$ cat src/tms_pkg.sv
// ============================================================
// Purpose: Shared constants and types for the timer sync block.
// Assumes: APB slave with 32-bit data, one aligned word per register.
// Notes: Register structs give the field positions of the control, slave and channel words.
package tms_pkg;

  // ==========================================================
  // Register byte offsets.
  localparam logic [7:0] OFS_CTRL = 8'h00;
  localparam logic [7:0] OFS_SLAVE = 8'h04;
  localparam logic [7:0] OFS_EVENT = 8'h08;
  localparam logic [7:0] OFS_STATUS = 8'h0C;
  localparam logic [7:0] OFS_COUNT = 8'h10;
  localparam logic [7:0] OFS_PRESC = 8'h14;
  localparam logic [7:0] OFS_RELOAD = 8'h18;
  localparam logic [7:0] OFS_CHAN = 8'h1C;
  localparam logic [7:0] OFS_CAPT = 8'h20;
  localparam logic [7:0] OFS_CMP0 = 8'h24;

  // ==========================================================
  // Field positions in words without a struct.
  localparam int EVT_UG_BIT = 0;
  localparam int ST_TRIG_BIT = 0;
  localparam int ST_UPD_BIT = 1;
  localparam int ST_RUN_BIT = 2;

  // ==========================================================
  // Reset values and writable masks.
  localparam logic [15:0] CTRL_RST = 16'h0000;
  localparam logic [15:0] CTRL_MASK = 16'h0175;
  localparam logic [15:0] SLAVE_RST = 16'h0000;
  localparam logic [15:0] SLAVE_MASK = 16'h7FF7;
  localparam logic [7:0] CHAN_RST = 8'h00;
  localparam logic [15:0] RELOAD_RST = 16'hFFFF;

  // ==========================================================
  // Trigger output selections.
  localparam logic [2:0] MOS_RESET = 3'h0;
  localparam logic [2:0] MOS_ENABLE = 3'h1;
  localparam logic [2:0] MOS_UPDATE = 3'h2;
  localparam logic [2:0] MOS_PULSE = 3'h3;

  // Trigger input selections.
  localparam logic [2:0] TIS_INTERNAL_TRIGGER_ZERO = 3'h0;
  localparam logic [2:0] TIS_TI1_EDGE = 3'h4;
  localparam logic [2:0] TIS_TI1_FILT = 3'h5;
  localparam logic [2:0] TIS_EXT_TRIGGER_FILTERED = 3'h7;

  // Slave mode selections.
  localparam logic [2:0] SMS_OFF = 3'h0;
  localparam logic [2:0] SMS_RESET = 3'h4;
  localparam logic [2:0] SMS_GATED = 3'h5;
  localparam logic [2:0] SMS_TRIGGER = 3'h6;
  localparam logic [2:0] SMS_EXT1 = 3'h7;

  // ==========================================================
  // Control word: run, update source, output select, alignment.
  typedef struct packed {
    logic [6:0] rsvdHi;
    logic masterSlaveAlign;
    logic rsvd7;
    logic [2:0] masterOutSelect;
    logic rsvd3;
    logic updateSourceSel;
    logic rsvd1;
    logic counterRunBit;
  } tms_ctrl_t;

  // Slave word: mode, trigger input and external trigger path.
  typedef struct packed {
    logic rsvd15;
    logic maskEnable;
    logic extTrigSourceSel;
    logic [1:0] etrFilter;
    logic [1:0] etrPrescale;
    logic etrPolarity;
    logic extClockMode2;
    logic [2:0] triggerInSelect;
    logic rsvd3;
    logic [2:0] slaveModeSelect;
  } tms_slave_t;

  // Channel word: compare polarities and capture conditioning.
  typedef struct packed {
    logic rsvd7;
    logic [1:0] capPrescale;
    logic capPolarity;
    logic [3:0] cmpPolarity;
  } tms_chan_t;

endpackage

$ cat src/tms_sync.sv
// ============================================================
// Purpose: Three-stage resynchroniser with agreement check.
// Assumes: Inputs are asynchronous to core_clk.
// Notes: The first stage feeds only the second stage.
`timescale 1ns/1ps
module tms_sync #(
  parameter int WIDTH = 1
) (
  // Clock and reset.
  input wire logic core_clk,
  input wire logic rst_b,
  // Raw and resynchronised levels.
  input wire logic [WIDTH-1:0] asyncIn,
  output logic [WIDTH-1:0] syncOut
);

  logic [WIDTH-1:0] stage1;
  logic [WIDTH-1:0] stage2;
  logic [WIDTH-1:0] stage3;

  // A bit changes only once stages two and three agree on it.
  always_ff @(posedge core_clk) begin
    if (!rst_b) begin
      stage1 <= '0;
      stage2 <= '0;
      stage3 <= '0;
      syncOut <= '0;
    end else begin
      stage1 <= asyncIn;
      stage2 <= stage1;
      stage3 <= stage2;
      syncOut <= (stage2 & stage3) | (syncOut & (stage2 ^ stage3));
    end
  end

endmodule

$ cat src/tms_timer.sv
// ============================================================
// Purpose: One timer with master output and slave mode control.
// Assumes: The sibling timer is a second instance of this block.
// Notes: Registers sit on APB with zero wait states.
// Operation
// - Update selection pulses trigger output on update.
// - Selection 000 routes sibling trigger inward.
// - External clock 1 counts trigger rising edges.
// - Compare selections clock the sibling counter.
// - Selection 100 outputs channel 0 reference.
// - Gated mode counts while trigger high.
// - Gating touches only the counter enable.
// - Starting keeps counter and prescaler values.
// - Force update clears counter and prescaler.
// - Counter register is writable for offsets.
// - Trigger mode sets run bit in hardware.
// - Selection 100 takes timer input one.
// - Selection 001 outputs the run signal.
// - Alignment delays prescaler input behind run.
// - One input edge starts both chained timers.
// - Counter clock is the peripheral clock.
// - External trigger source chosen by select.
// - External trigger: polarity, prescale, then filter.
// - Compare out is reference with polarity.
// - Mask pin ANDed with sibling clock pin.
// - Capture input edge, then prescaled capture.
// - Reset mode reinitialises, and raises update when the source bit is low.
// - Trigger flag on rise, both edges gated.
`timescale 1ns/1ps
module tms_timer #(
  parameter int CW = 16,
  parameter int NCH = 4
) (
  // Clock and reset.
  input wire logic core_clk,
  input wire logic rst_b,
  // APB slave.
  input wire logic psel,
  input wire logic penable,
  input wire logic pwrite,
  input wire logic [7:0] paddr,
  input wire logic [31:0] pwdata,
  output logic [31:0] prdata,
  output logic pready,
  output logic pslverr,
  // Link to the sibling timer and pins.
  input wire logic internalTrigZero,
  input wire logic timerInputOne,
  input wire logic externalClockPin,
  input wire logic otherExternalClockPin,
  input wire logic clockMaskPin,
  output logic triggerOut,
  output logic [NCH-1:0] compareOut
);

  // ==========================================================
  // Resynchronised inputs.
  logic [4:0] syncIn;
  logic itrSync, ti1Sync, clkSync, otherClkSync, maskSync;

  // All outside levels pass one resynchroniser.
  tms_sync #(.WIDTH(5)) u_sync (
    .core_clk(core_clk),
    .rst_b(rst_b),
    .asyncIn({internalTrigZero, timerInputOne, externalClockPin,
              otherExternalClockPin, clockMaskPin}),
    .syncOut(syncIn)
  );
  assign {itrSync, ti1Sync, clkSync, otherClkSync, maskSync} = syncIn;

  // ==========================================================
  // Register state.
  tms_pkg::tms_ctrl_t ctrl;
  tms_pkg::tms_slave_t slave;
  tms_pkg::tms_chan_t chan;
  logic [CW-1:0] count, pscCnt, presc, reload, capture;
  logic [CW-1:0] cmp [NCH];
  logic trigFlag, updFlag;

  // APB decode.
  wire setupPh = psel && !penable;
  wire wrEn = psel && penable && pwrite;
  wire hitCtrl = paddr == tms_pkg::OFS_CTRL;
  wire hitSlave = paddr == tms_pkg::OFS_SLAVE;
  wire hitEvent = paddr == tms_pkg::OFS_EVENT;
  wire hitStatus = paddr == tms_pkg::OFS_STATUS;
  wire hitCount = paddr == tms_pkg::OFS_COUNT;
  wire hitPresc = paddr == tms_pkg::OFS_PRESC;
  wire hitReload = paddr == tms_pkg::OFS_RELOAD;
  wire hitChan = paddr == tms_pkg::OFS_CHAN;
  wire hitCapt = paddr == tms_pkg::OFS_CAPT;
  wire [7:0] cmpOfs = paddr - tms_pkg::OFS_CMP0;
  wire hitCmp = (paddr >= tms_pkg::OFS_CMP0) && (cmpOfs[1:0] == 2'b00)
                && (cmpOfs[7:2] < 6'(NCH));
  wire hitAny = hitCtrl || hitSlave || hitEvent || hitStatus || hitCount
                || hitPresc || hitReload || hitChan || hitCapt || hitCmp;
  wire ugWrite = wrEn && hitEvent && pwdata[tms_pkg::EVT_UG_BIT];
  wire cntWrite = wrEn && hitCount;
  wire runClearWr = wrEn && hitCtrl && !pwdata[0];
  assign pready = 1'b1;
  assign pslverr = psel && penable && !hitAny;

  // ==========================================================
  // External trigger path.
  logic etrLevel, etrPrev, etrDiv, etrCond, etrFilt, etrFiltPrev;
  logic [2:0] etrEdgeCnt, etrFiltCnt;
  // The mask pin gates the sibling clock pin only when enabled.
  wire maskedOther = otherClkSync & (maskSync | !slave.maskEnable);
  // Source select, then polarity.
  wire etrRaw = slave.extTrigSourceSel ? maskedOther : clkSync;
  wire etrPolar = etrRaw ^ slave.etrPolarity;
  wire etrEdge = etrPolar && !etrPrev;
  wire [2:0] etrHalf = 3'(1 << slave.etrPrescale) >> 1;
  wire [2:0] etrLimit = 3'((1 << slave.etrFilter) - 1);
  assign etrCond = (slave.etrPrescale == 2'b00) ? etrPolar : etrDiv;
  wire etrTick = etrFilt && !etrFiltPrev;

  // Divide the edges, then require the level to hold before use.
  always_ff @(posedge core_clk) begin
    if (!rst_b) begin
      etrPrev <= 1'b0;
      etrDiv <= 1'b0;
      etrEdgeCnt <= 3'h0;
      etrFilt <= 1'b0;
      etrFiltPrev <= 1'b0;
      etrFiltCnt <= 3'h0;
    end else begin
      etrPrev <= etrPolar;
      etrFiltPrev <= etrFilt;
      if (etrEdge && slave.etrPrescale != 2'b00) begin
        if (etrEdgeCnt + 3'h1 >= etrHalf) begin
          etrEdgeCnt <= 3'h0;
          etrDiv <= !etrDiv;
        end else begin
          etrEdgeCnt <= etrEdgeCnt + 3'h1;
        end
      end
      if (etrCond == etrFilt) begin
        etrFiltCnt <= 3'h0;
      end else if (etrFiltCnt >= etrLimit) begin
        etrFilt <= etrCond;
        etrFiltCnt <= 3'h0;
      end else begin
        etrFiltCnt <= etrFiltCnt + 3'h1;
      end
    end
  end

  // ==========================================================
  // Timer input one conditioning and trigger selection.
  logic tiPrev, trigPrev;
  logic [2:0] capEdgeCnt;
  // Polarity applied, then rising edge gives the capture input.
  wire tiFilt = ti1Sync ^ chan.capPolarity;
  wire captureIn = tiFilt && !tiPrev;
  wire [2:0] capLimit = 3'((1 << chan.capPrescale) - 1);
  wire captureScaled = captureIn && (capEdgeCnt >= capLimit);
  wire tiAnyEdge = ti1Sync ^ tiPrev;
  wire [2:0] tsel = slave.triggerInSelect;

  // Sibling trigger on 000, timer input one on 100.
  wire trigLevel = (tsel == tms_pkg::TIS_INTERNAL_TRIGGER_ZERO) ? itrSync
                 : (tsel == tms_pkg::TIS_TI1_EDGE) ? tiAnyEdge
                 : (tsel == tms_pkg::TIS_TI1_FILT) ? tiFilt
                 : (tsel == tms_pkg::TIS_EXT_TRIGGER_FILTERED) ? etrFilt : 1'b0;
  wire trigRise = trigLevel && !trigPrev;
  wire trigFall = !trigLevel && trigPrev;
  wire [2:0] sms = slave.slaveModeSelect;
  wire gated = sms == tms_pkg::SMS_GATED;
  wire resetTrig = (sms == tms_pkg::SMS_RESET) && trigRise;

  // Edge history and capture prescaling.
  always_ff @(posedge core_clk) begin
    if (!rst_b) begin
      tiPrev <= 1'b0;
      trigPrev <= 1'b0;
      capEdgeCnt <= 3'h0;
    end else begin
      tiPrev <= tiFilt;
      trigPrev <= trigLevel;
      if (captureScaled) begin
        capEdgeCnt <= 3'h0;
      end else if (captureIn) begin
        capEdgeCnt <= capEdgeCnt + 3'h1;
      end
    end
  end

  // ==========================================================
  // Counter enable and clocking.
  logic pscInDly;
  // Gating acts on the enable only; the count clock stays local.
  wire runSignal = ctrl.counterRunBit && (!gated || trigLevel);
  // Internal ticks come from core_clk itself.
  wire srcTick = (sms == tms_pkg::SMS_EXT1) ? trigRise
               : slave.extClockMode2 ? etrTick : 1'b1;
  wire pscInNow = srcTick && runSignal;
  // With alignment on, the prescaler input lags the run signal.
  wire pscIn = ctrl.masterSlaveAlign ? pscInDly : pscInNow;
  wire pscWrap = pscIn && (pscCnt >= presc);
  wire cntWrap = pscWrap && (count >= reload);
  // Reset mode raises an update only with the source bit low.
  wire updateEvt = cntWrap || ugWrite
                   || (resetTrig && !ctrl.updateSourceSel);
  wire reinit = ugWrite || resetTrig;

  // Counter and prescaler. Starting clears neither.
  always_ff @(posedge core_clk) begin
    if (!rst_b) begin
      pscInDly <= 1'b0;
      pscCnt <= '0;
      count <= '0;
    end else begin
      pscInDly <= pscInNow;
      if (reinit) begin
        pscCnt <= '0;
        count <= '0;
      end else if (cntWrite) begin
        count <= pwdata[CW-1:0];
      end else if (pscWrap) begin
        pscCnt <= '0;
        count <= cntWrap ? '0 : count + 1'b1;
      end else if (pscIn) begin
        pscCnt <= pscCnt + 1'b1;
      end
    end
  end

  // ==========================================================
  // Control, slave and channel registers.
  always_ff @(posedge core_clk) begin
    if (!rst_b) begin
      ctrl <= tms_pkg::tms_ctrl_t'(tms_pkg::CTRL_RST);
      slave <= tms_pkg::tms_slave_t'(tms_pkg::SLAVE_RST);
      chan <= tms_pkg::tms_chan_t'(tms_pkg::CHAN_RST);
      presc <= '0;
      reload <= tms_pkg::RELOAD_RST[CW-1:0];
    end else begin
      if (wrEn && hitCtrl) begin
        ctrl <= tms_pkg::tms_ctrl_t'(pwdata[15:0] & tms_pkg::CTRL_MASK);
      end
      // A trigger in trigger mode sets the run bit, winning a clear.
      if ((sms == tms_pkg::SMS_TRIGGER) && trigRise) begin
        ctrl.counterRunBit <= 1'b1;
      end
      if (wrEn && hitSlave) begin
        slave <= tms_pkg::tms_slave_t'(pwdata[15:0] & tms_pkg::SLAVE_MASK);
      end
      if (wrEn && hitChan) begin
        chan <= tms_pkg::tms_chan_t'({1'b0, pwdata[6:0]});
      end
      if (wrEn && hitPresc) begin
        presc <= pwdata[CW-1:0];
      end
      if (wrEn && hitReload) begin
        reload <= pwdata[CW-1:0];
      end
    end
  end

  // Status flags: a hardware set wins over a software clear.
  wire trigEvt = trigRise || (gated && trigFall);
  wire clrTrig = wrEn && hitStatus && pwdata[tms_pkg::ST_TRIG_BIT];
  wire clrUpd = wrEn && hitStatus && pwdata[tms_pkg::ST_UPD_BIT];
  always_ff @(posedge core_clk) begin
    if (!rst_b) begin
      trigFlag <= 1'b0;
      updFlag <= 1'b0;
      capture <= '0;
    end else begin
      trigFlag <= trigEvt || (trigFlag && !clrTrig);
      updFlag <= updateEvt || (updFlag && !clrUpd);
      if (captureScaled) begin
        capture <= count;
      end
    end
  end

  // ==========================================================
  // Compare channels.
  logic [NCH-1:0] cmpRef;
  logic [NCH-1:0] cmpMatch;
  for (genvar i = 0; i < NCH; i++) begin : g_cmp
    // Reference is high while the count is below the compare value.
    always_ff @(posedge core_clk) begin
      if (!rst_b) begin
        cmp[i] <= '0;
      end else if (wrEn && hitCmp && cmpOfs[7:2] == 6'(i)) begin
        cmp[i] <= pwdata[CW-1:0];
      end
    end
    assign cmpRef[i] = count < cmp[i];
    assign cmpMatch[i] = pscWrap && (count == cmp[i]);
  end

  // Pin outputs carry the reference with its polarity.
  always_ff @(posedge core_clk) begin
    if (!rst_b) begin
      compareOut <= '0;
    end else begin
      compareOut <= cmpRef ^ chan.cmpPolarity;
    end
  end

  // ==========================================================
  // Master trigger output, registered so the sibling sees clean levels.
  wire [2:0] mos = ctrl.masterOutSelect;
  wire [1:0] refIdx = mos[1:0];
  wire next_triggerOut = (mos == tms_pkg::MOS_RESET) ? ugWrite
    : (mos == tms_pkg::MOS_ENABLE) ? runSignal
    : (mos == tms_pkg::MOS_UPDATE) ? updateEvt
    : (mos == tms_pkg::MOS_PULSE) ? cmpMatch[0]
    : cmpRef[refIdx];
  always_ff @(posedge core_clk) begin
    if (!rst_b) begin
      triggerOut <= 1'b0;
    end else begin
      triggerOut <= next_triggerOut;
    end
  end

  // ==========================================================
  // Read data, captured in the setup phase.
  logic [31:0] rdMux;
  always_comb begin
    rdMux = 32'h0000_0000;
    if (hitCtrl) begin
      rdMux[15:0] = ctrl;
    end else if (hitSlave) begin
      rdMux[15:0] = slave;
    end else if (hitStatus) begin
      rdMux[tms_pkg::ST_TRIG_BIT] = trigFlag;
      rdMux[tms_pkg::ST_UPD_BIT] = updFlag;
      rdMux[tms_pkg::ST_RUN_BIT] = runSignal;
    end else if (hitCount) begin
      rdMux[CW-1:0] = count;
    end else if (hitPresc) begin
      rdMux[CW-1:0] = presc;
    end else if (hitReload) begin
      rdMux[CW-1:0] = reload;
    end else if (hitChan) begin
      rdMux[7:0] = chan;
    end else if (hitCapt) begin
      rdMux[CW-1:0] = capture;
    end else if (hitCmp) begin
      rdMux[CW-1:0] = cmp[cmpOfs[3:2]];
    end
  end
  always_ff @(posedge core_clk) begin
    if (!rst_b) begin
      prdata <= 32'h0000_0000;
    end else if (setupPh && !pwrite) begin
      prdata <= rdMux;
    end
  end
endmodule

$ cat config.mk
export PLATFORM = sky130hd
export DESIGN_NAME = tms_timer
export DESIGN_NICKNAME = d
export VERILOG_FILES = /design/src/tms_pkg.sv /design/src/tms_sync.sv /design/src/tms_timer.sv
export SDC_FILE = /design/constraint.sdc
export NUM_CORES = 1
export LEC_CHECK = 0
export BUFFER_PORTS_ARGS = -buffer_cell sky130_fd_sc_hd__buf_2
export CAP_MARGIN = 40
export CORE_ASPECT_RATIO = 0.8
export CORE_MARGIN = 1.5
export CORE_UTILIZATION = 61
export CTS_CLUSTER_DIAMETER = 60
export DETAILED_ROUTE_END_ITERATION = 8
export PLACE_DENSITY = 0.8
export SETUP_SLACK_MARGIN = 0.15
export SYNTH_ARGS = -nofsm -noshare
export SYNTH_HDL_FRONTEND = slang
export SYNTH_HIERARCHICAL = 1
export SYNTH_SLANG_ARGS = --single-unit
export TNS_END_PERCENT = 100
$ cat constraint.sdc
create_clock -name core_clk -period 4.8 [get_ports core_clk]
set_clock_uncertainty 0.15 [all_clocks]
set_input_delay 0 -clock core_clk [delete_from_list [all_inputs] [get_ports core_clk]]
set_output_delay 0 -clock core_clk [all_outputs]
set_load 0.02 [all_outputs]
==> results.yml, run 1 <==
power_and_ir_drop:
  ir_drop_mv: 0.288
  leakage_nw: 6.20
  power_w: 0.00421
  powerDensity_mw_per_mm2: 285
sta:
  drv_slew: 0
  finalCriticalPeriod_ns: 3.40
  fin_crit_sh_pct: 70.8
  rsz0062_at_grt: "false"
  setup_viol: 0
  finalHoldViolations: 0
  tightestPinTransition_ns: 0.976
  relSlewSlack_pct: 34.6
  timing.fmax_mhz: 294
  fin_setup_tns_ns: 0
setup_path:
  worstPathRequired_ns: 5.07
  cp-start-kind: "register"
  arrival_ns: 3.67
  crit_path_max_fanout: 13
  cpLargestDelayFamily: "compound AO/OA/AOI/OAI gates"
  cp_cell_sequence: "ha_1 -> a21o_1 -> a21o_1 -> a21oi_1 -> o21ai_1 -> nor2_1 -> nand3_2 -> o311ai_1"
  critPathBufInv: 0
  cp_slowest_cell: "dfxtp_1"
  crit_type: "register to register"
  max_stage_delay_ns: 0.72
  crit_top_cell: "a21o_1"
  crit_path_end_kind: "register"
synthesis:
  synthAdderAreaFrac_pct: 10.9
  synth_area_leader_cell: "dfxtp_1"
  synth_xor_area_share_pct: 1.71
  synth-simple-area-share_pct: 21.4
  synth_top_family_by_area: "simple AND/OR/NAND/NOR gates"
  synth_cells: 1500
  syn_avg_cell_area_um2: 8.86
  syn-cell-area_mm2: 0.0133
  ys_seq_area_share_pct: 39.5
  synth_edf_count: 64
  yosysWarnings: 6
  ys_types: 79
  ys.flop_type: "dfxtp_1"
  async_flop_share_pct: 0
  synth_seq_cells: 230
  muxShareOfSynthArea_pct: 3.46
  synth_area_leaders: "dfxtp_1 25%, edfxtp_1 14%, ha_1 11%, nand2_1 5.3%, a21oi_1 4.3%"
  yosysTopAreaCellShare_pct: 25.0
  synth_compound_area_share_pct: 16.4
clock_network:
  cts_buffers: 24
  clk_pin_slew_worst_paths_ns: 0.06
  h-tree-depth: 1
  root_buffer: "clkbuf_16"
  clk_latency_ns: 0.53
  cts_resized: 0
  cts_tree: "done"
  clock_sinks: 230
  cts.path.max_buffers: 3
layout:
  final_common_cell: "nand2_1"
  num-fill-cells: 1721
  multi_input_area_mm2: 0.00722
  area_growth_pct: 11.2
  final-seq-area_mm2: 0.00525
  num_antenna_cells: 0
  utilization_pct: 68.7
  drive_gt1_share_pct: 10.1
  final_cell_mix: "189 x nand2_1, 166 x dfxtp_1, 116 x ha_1"
  nets: 1725
detailed_routing:
  vias: 11900
  routedWlPerCell_um: 21.6
  drt_pass1_iterations: 6
  viasPerCell: 6.43
  antenna_left: 0
  drt_iter0_markers: 1400
  totalWireLength_mm: 40.0
  drc: 0
outcome:
  outcome: "finished clean"
floorplanning:
  die-area_mm2: 0.0227
  dieWidth_um: 168
  design.core.area_mm2: 0.0215
  initial_utilization_pct: 61.8
  io_pins: 89
  rows: 48
  die_h_um: 135
min_path:
  hold_path_class: "input port to register"
grt:
  antenna_found_initial: 0
  grt_pass1_vias: 10900
  grt_max_degree: 56
  gr-total-overflow: 0
  grt_pass1_wl_mm: 61.2
  grt_use_total_pct: 35.3
place:
  portBuffers: 55
  dpl.hpwl_mm: 27.9
  gp_congestion: 0.943
flow_run:
  drv_cap: 0
tightest hold or removal path: stages:
cell and delay (ns):
buf_2 0.19, nor3_4 0.11, nand2_2 0.14, o22ai_1 0.10, o31ai_1 0.18
sequential cells by signal, indices dropped and copies added, names as in the netlist, 5 cells and up:
signal / cells
u_sync/syncOut: 5
cmp: 64
u_sync/stage3: 5
u_sync/stage1: 5
presc: 16
u_sync/stage2: 5
pscCnt: 16
count: 16
slave: 8
prdata: 16
reload: 16
capture: 16
chan: 7
kinds of logic after synthesis:
| group | after synthesis |
|---|---|
| simple gates | 560 |
| other cells | 2 |
| fa+ha+maj | 116 |
| compound gates | 338 |
| xor+xnor | 26 |
| flops | 230 |
| buf+inv | 202 |
| mux | 26 |
cell usage after synthesis (17+ instances only):
| cell type | count |
|---|---|
| clkbuf_1 | 42 |
| xor2_1 | 18 |
| buf_2 | 22 |
| inv_1 | 109 |
| nand4_1 | 32 |
| dfxtp_1 | 166 |
| nor2_1 | 81 |
| and2_1 | 88 |
| a21oi_1 | 115 |
| a31oi_1 | 17 |
| nand2_1 | 189 |
| o21ai_0 | 50 |
| and3_1 | 19 |
| ha_1 | 116 |
| nand3_1 | 46 |
| o211ai_1 | 25 |
| nor3_1 | 20 |
| buf_4 | 24 |
| edfxtp_1 | 64 |
report_power, final:
group | leakage, nW | internal (W) | switching [W]
registers | 1.95 | 0.00203 | 0.0000228
logic | 3.86 | 0.000103 | 0.000189
clock network | 0.391 | 0.00109 | 0.000782
total | 6.20 | 0.00322 | 0.000993
what timing repair did:
action                                 4_1_cts  5_1_grt
setup buffers                                0        0
endpoints found under the hold margin      187        0
hold buffers                                33        0
stage by stage:
stage                     instance area, um^2  cells  worst slack [ns]  hold slack [ns]
after CTS                               14800   1852              1.55           0.0436
after global placement                  13700   1774              1.58           0.0527
after global routing                    14800   1852              1.29           0.0751
after floorplan                         13300   1515              1.04          -0.0283
after detailed placement                13700   1775              1.49           0.0588
final                                   14800   1852              1.40           0.0716
metal layers:
layer	routed length (um)	global-route usage (%)	share of wire, %
met2	16800	52.1	42
met1	16500	48.3	41
met4	1720	15.6	4.3
met3	4970	9.70	12
met5	57	1.96	0.14
cell type report:
class,count,share of cell area [%]
clock buffer,33,4.57
clock inverter,11,0.703
inverter,111,2.82
tap,275,2.33
timing repair buffer,109,5.17
sequential,230,35.5
multi-input combinational,1083,48.9
final timing paths:
kind         depth (start not counted)          endpoint  slack, ns              from
max                                  8         count[12]       1.40         count[13]
min                                  5         prdata[1]       0.07          paddr[4]
max reg2reg                          8         count[12]       1.40         count[13]
min reg2reg                          1  u_sync/stage2[4]       0.28  u_sync/stage1[4]
Note: power is estimated with default switching activity, not from simulation.
==> run 2, diff against run 1 <==
CORE_UTILIZATION = 56   (was 61)
PLACE_DENSITY = 0.78   (was 0.8)
clock period = 2.9 ns   (was 4.8 ns; I/O delays follow)
==> run 2 against run 1 <==
Maximum frequency is 25% higher. First-iteration DRC count is 4.8% higher. Global-route usage is 2.4 points lower. Combinational power is 74% higher. Via count is 0.40% higher. Critical endpoint is now triggerOut. Highest routed layer is now met4.
==> results.yml, run 2 (same netlist as run 1, synthesis figures left out) <==
outcome:
  outcome: "finished clean"
sta:
  relSlewSlack_pct: 54.6
  fin_crit_sh_pct: 93.6
  setup_viol: 0
  fin_setup_tns_ns: 0
  finalCriticalPeriod_ns: 2.72
  tightestPinTransition_ns: 0.679
  timing.fmax_mhz: 368
  setup_slack_ns: 0.184
  rsz0062_at_grt: "true"
  whs_ns: 0.0356
  drv_slew: 0
  finalHoldViolations: 0
floorplanning:
  dieWidth_um: 175
  rows: 50
  io_pins: 89
  die-area_mm2: 0.0247
  design.core.area_mm2: 0.0233
  die_h_um: 141
  initial_utilization_pct: 56.9
detailed_routing:
  totalWireLength_mm: 40.6
  viasPerCell: 6.16
  antenna_left: 0
  drt_iter0_markers: 1467
  vias: 12000
  drc: 0
  routedWlPerCell_um: 20.9
  drt_pass1_iterations: 6
clock_network:
  clock_sinks: 230
  h-tree-depth: 1
  cts.path.max_buffers: 3
  clk_pin_slew_worst_paths_ns: 0.06
  root_buffer: "clkbuf_16"
  cts_tree: "done"
  cts_buffers: 26
  clk_latency_ns: 0.55
place:
  portBuffers: 55
  gp_congestion: 0.963
  dpl_worst_slack_ns: 0.165
  dpl.hpwl_mm: 29.0
layout:
  drive_gt1_share_pct: 13.9
  num_antenna_cells: 0
  utilization_pct: 65.7
  area_growth_pct: 15.3
  final_common_cell: "nand2_1"
  nets: 1776
  num-fill-cells: 1908
  regMostFlops: "cmp"
  largest_reg_flops: 64
  final_cell_mix: "187 x nand2_1, 161 x dfxtp_1, 116 x ha_1"
power_and_ir_drop:
  combPwrFrac_pct: 7.1
  powerDensity_mw_per_mm2: 467
  internal-power_w: 0.00541
  ir_drop_mv: 0.469
  p_clk_share_pct: 45.5
  swShare_pct: 24.4
  power.net_switching_w: 0.00174
  leakage_nw: 6.49
  seqPwrFrac_pct: 47.4
setup_path:
  crit_path_end_kind: "register"
  max_stage_delay_ns: 0.52
  arrival_ns: 3.03
  crit_start: "count[9]"
  crit_type: "register to register"
  crit_path_max_fanout: 6
  cp-start-kind: "register"
  r2r_start: "count[9]"
  cp_slowest_cell: "dfxtp_1"
  cp_cell_sequence: "ha_1 -> a21oi_1 -> nor2_1 -> a211oi_1 -> o21ai_0 -> a21oi_1 -> a32oi_1 -> a31oi_1"
  worstPathRequired_ns: 3.22
  crit_top_cell: "a21oi_1"
grt:
  grt_pass1_wl_mm: 63.1
  grt_max_degree: 54
  grt_use_total_pct: 32.9
  grt_pass1_vias: 11400
  gr-total-overflow: 0
  antenna_found_initial: 0
min_path:
  worstHoldStart: "paddr[3]"
  hold_path_class: "input port to register"
flow_run:
  drv_cap: 0
[run 2: worst paths after layout]
| kind | end | slack [ns] | cells after the start |
|---|---|---|---|
| setup / recovery | triggerOut | 0.18 | 8 |
| hold / removal | trigFlag | 0.04 | 6 |
| setup reg to reg | triggerOut | 0.18 | 8 |
| hold reg to reg | u_sync/stage2[0] | 0.28 | 1 |
[run 2: what timing repair did]
item	in CTS	in global routing
buffers inserted	0	1
pin swaps	0	1
hold buffers	34	0
endpoints found under the setup margin	3	35
gates resized for setup	2	16
endpoints found under the hold margin	175	0
[run 2: layer usage]
metal	global-route usage, %	vias to the layer above	wire length (um)
li1	-	5534	-
met1	46.2	5591	17300
met2	49.9	712	17300
met3	7.28	117	4480
met4	11.6	0	1540
met5	0	-	0
[run 2: area by class of cell]
| class | count | area [um^2] | share of cell area, % |
|---|---|---|---|
| clock buffers | 34 | 733 | 4.78 |
| flip-flops and latches | 230 | 5250 | 34.3 |
| clock inverters | 14 | 98.8 | 0.645 |
| inverters | 111 | 417 | 2.72 |
| repair buffers | 158 | 1130 | 7.40 |
| well taps | 312 | 390 | 2.55 |
| multi-input cells | 1083 | 7300 | 47.6 |
[run 2: worst max-delay path, delay by kind of cell, from the launching register on]
family / cells / cell delay [ns]
adders and majority gates: 1 / 0.31
DFF: 1 / 0.52
AOI/OAI and AO/OA: 6 / 1.57
and+or+nand+nor: 1 / 0.07
[run 2: stage by stage]
| step | power, W | instance area (um^2) | std cells |
|---|---|---|---|
| 2_1_floorplan | 0.00374 | 13400 | 1515 |
| 3_3_place_gp | 0.00391 | 14100 | 1859 |
| 3_5_place_dp | 0.00392 | 14100 | 1859 |
| 4_1_cts | 0.00713 | 15300 | 1941 |
| 5_1_grt | 0.00733 | 15300 | 1942 |
| 6_report | 0.00715 | 15300 | 1942 |
[run 2: power by group through the flow]
stage               Clock [W]  Sequential (W)  Combinational (W)
detailed placement          0         0.00346           0.000461
global placement            0         0.00346           0.000450
CTS                   0.00325         0.00339           0.000497
global route          0.00339         0.00340           0.000539
finish                0.00325         0.00339           0.000507
floorplan                   0         0.00345           0.000294
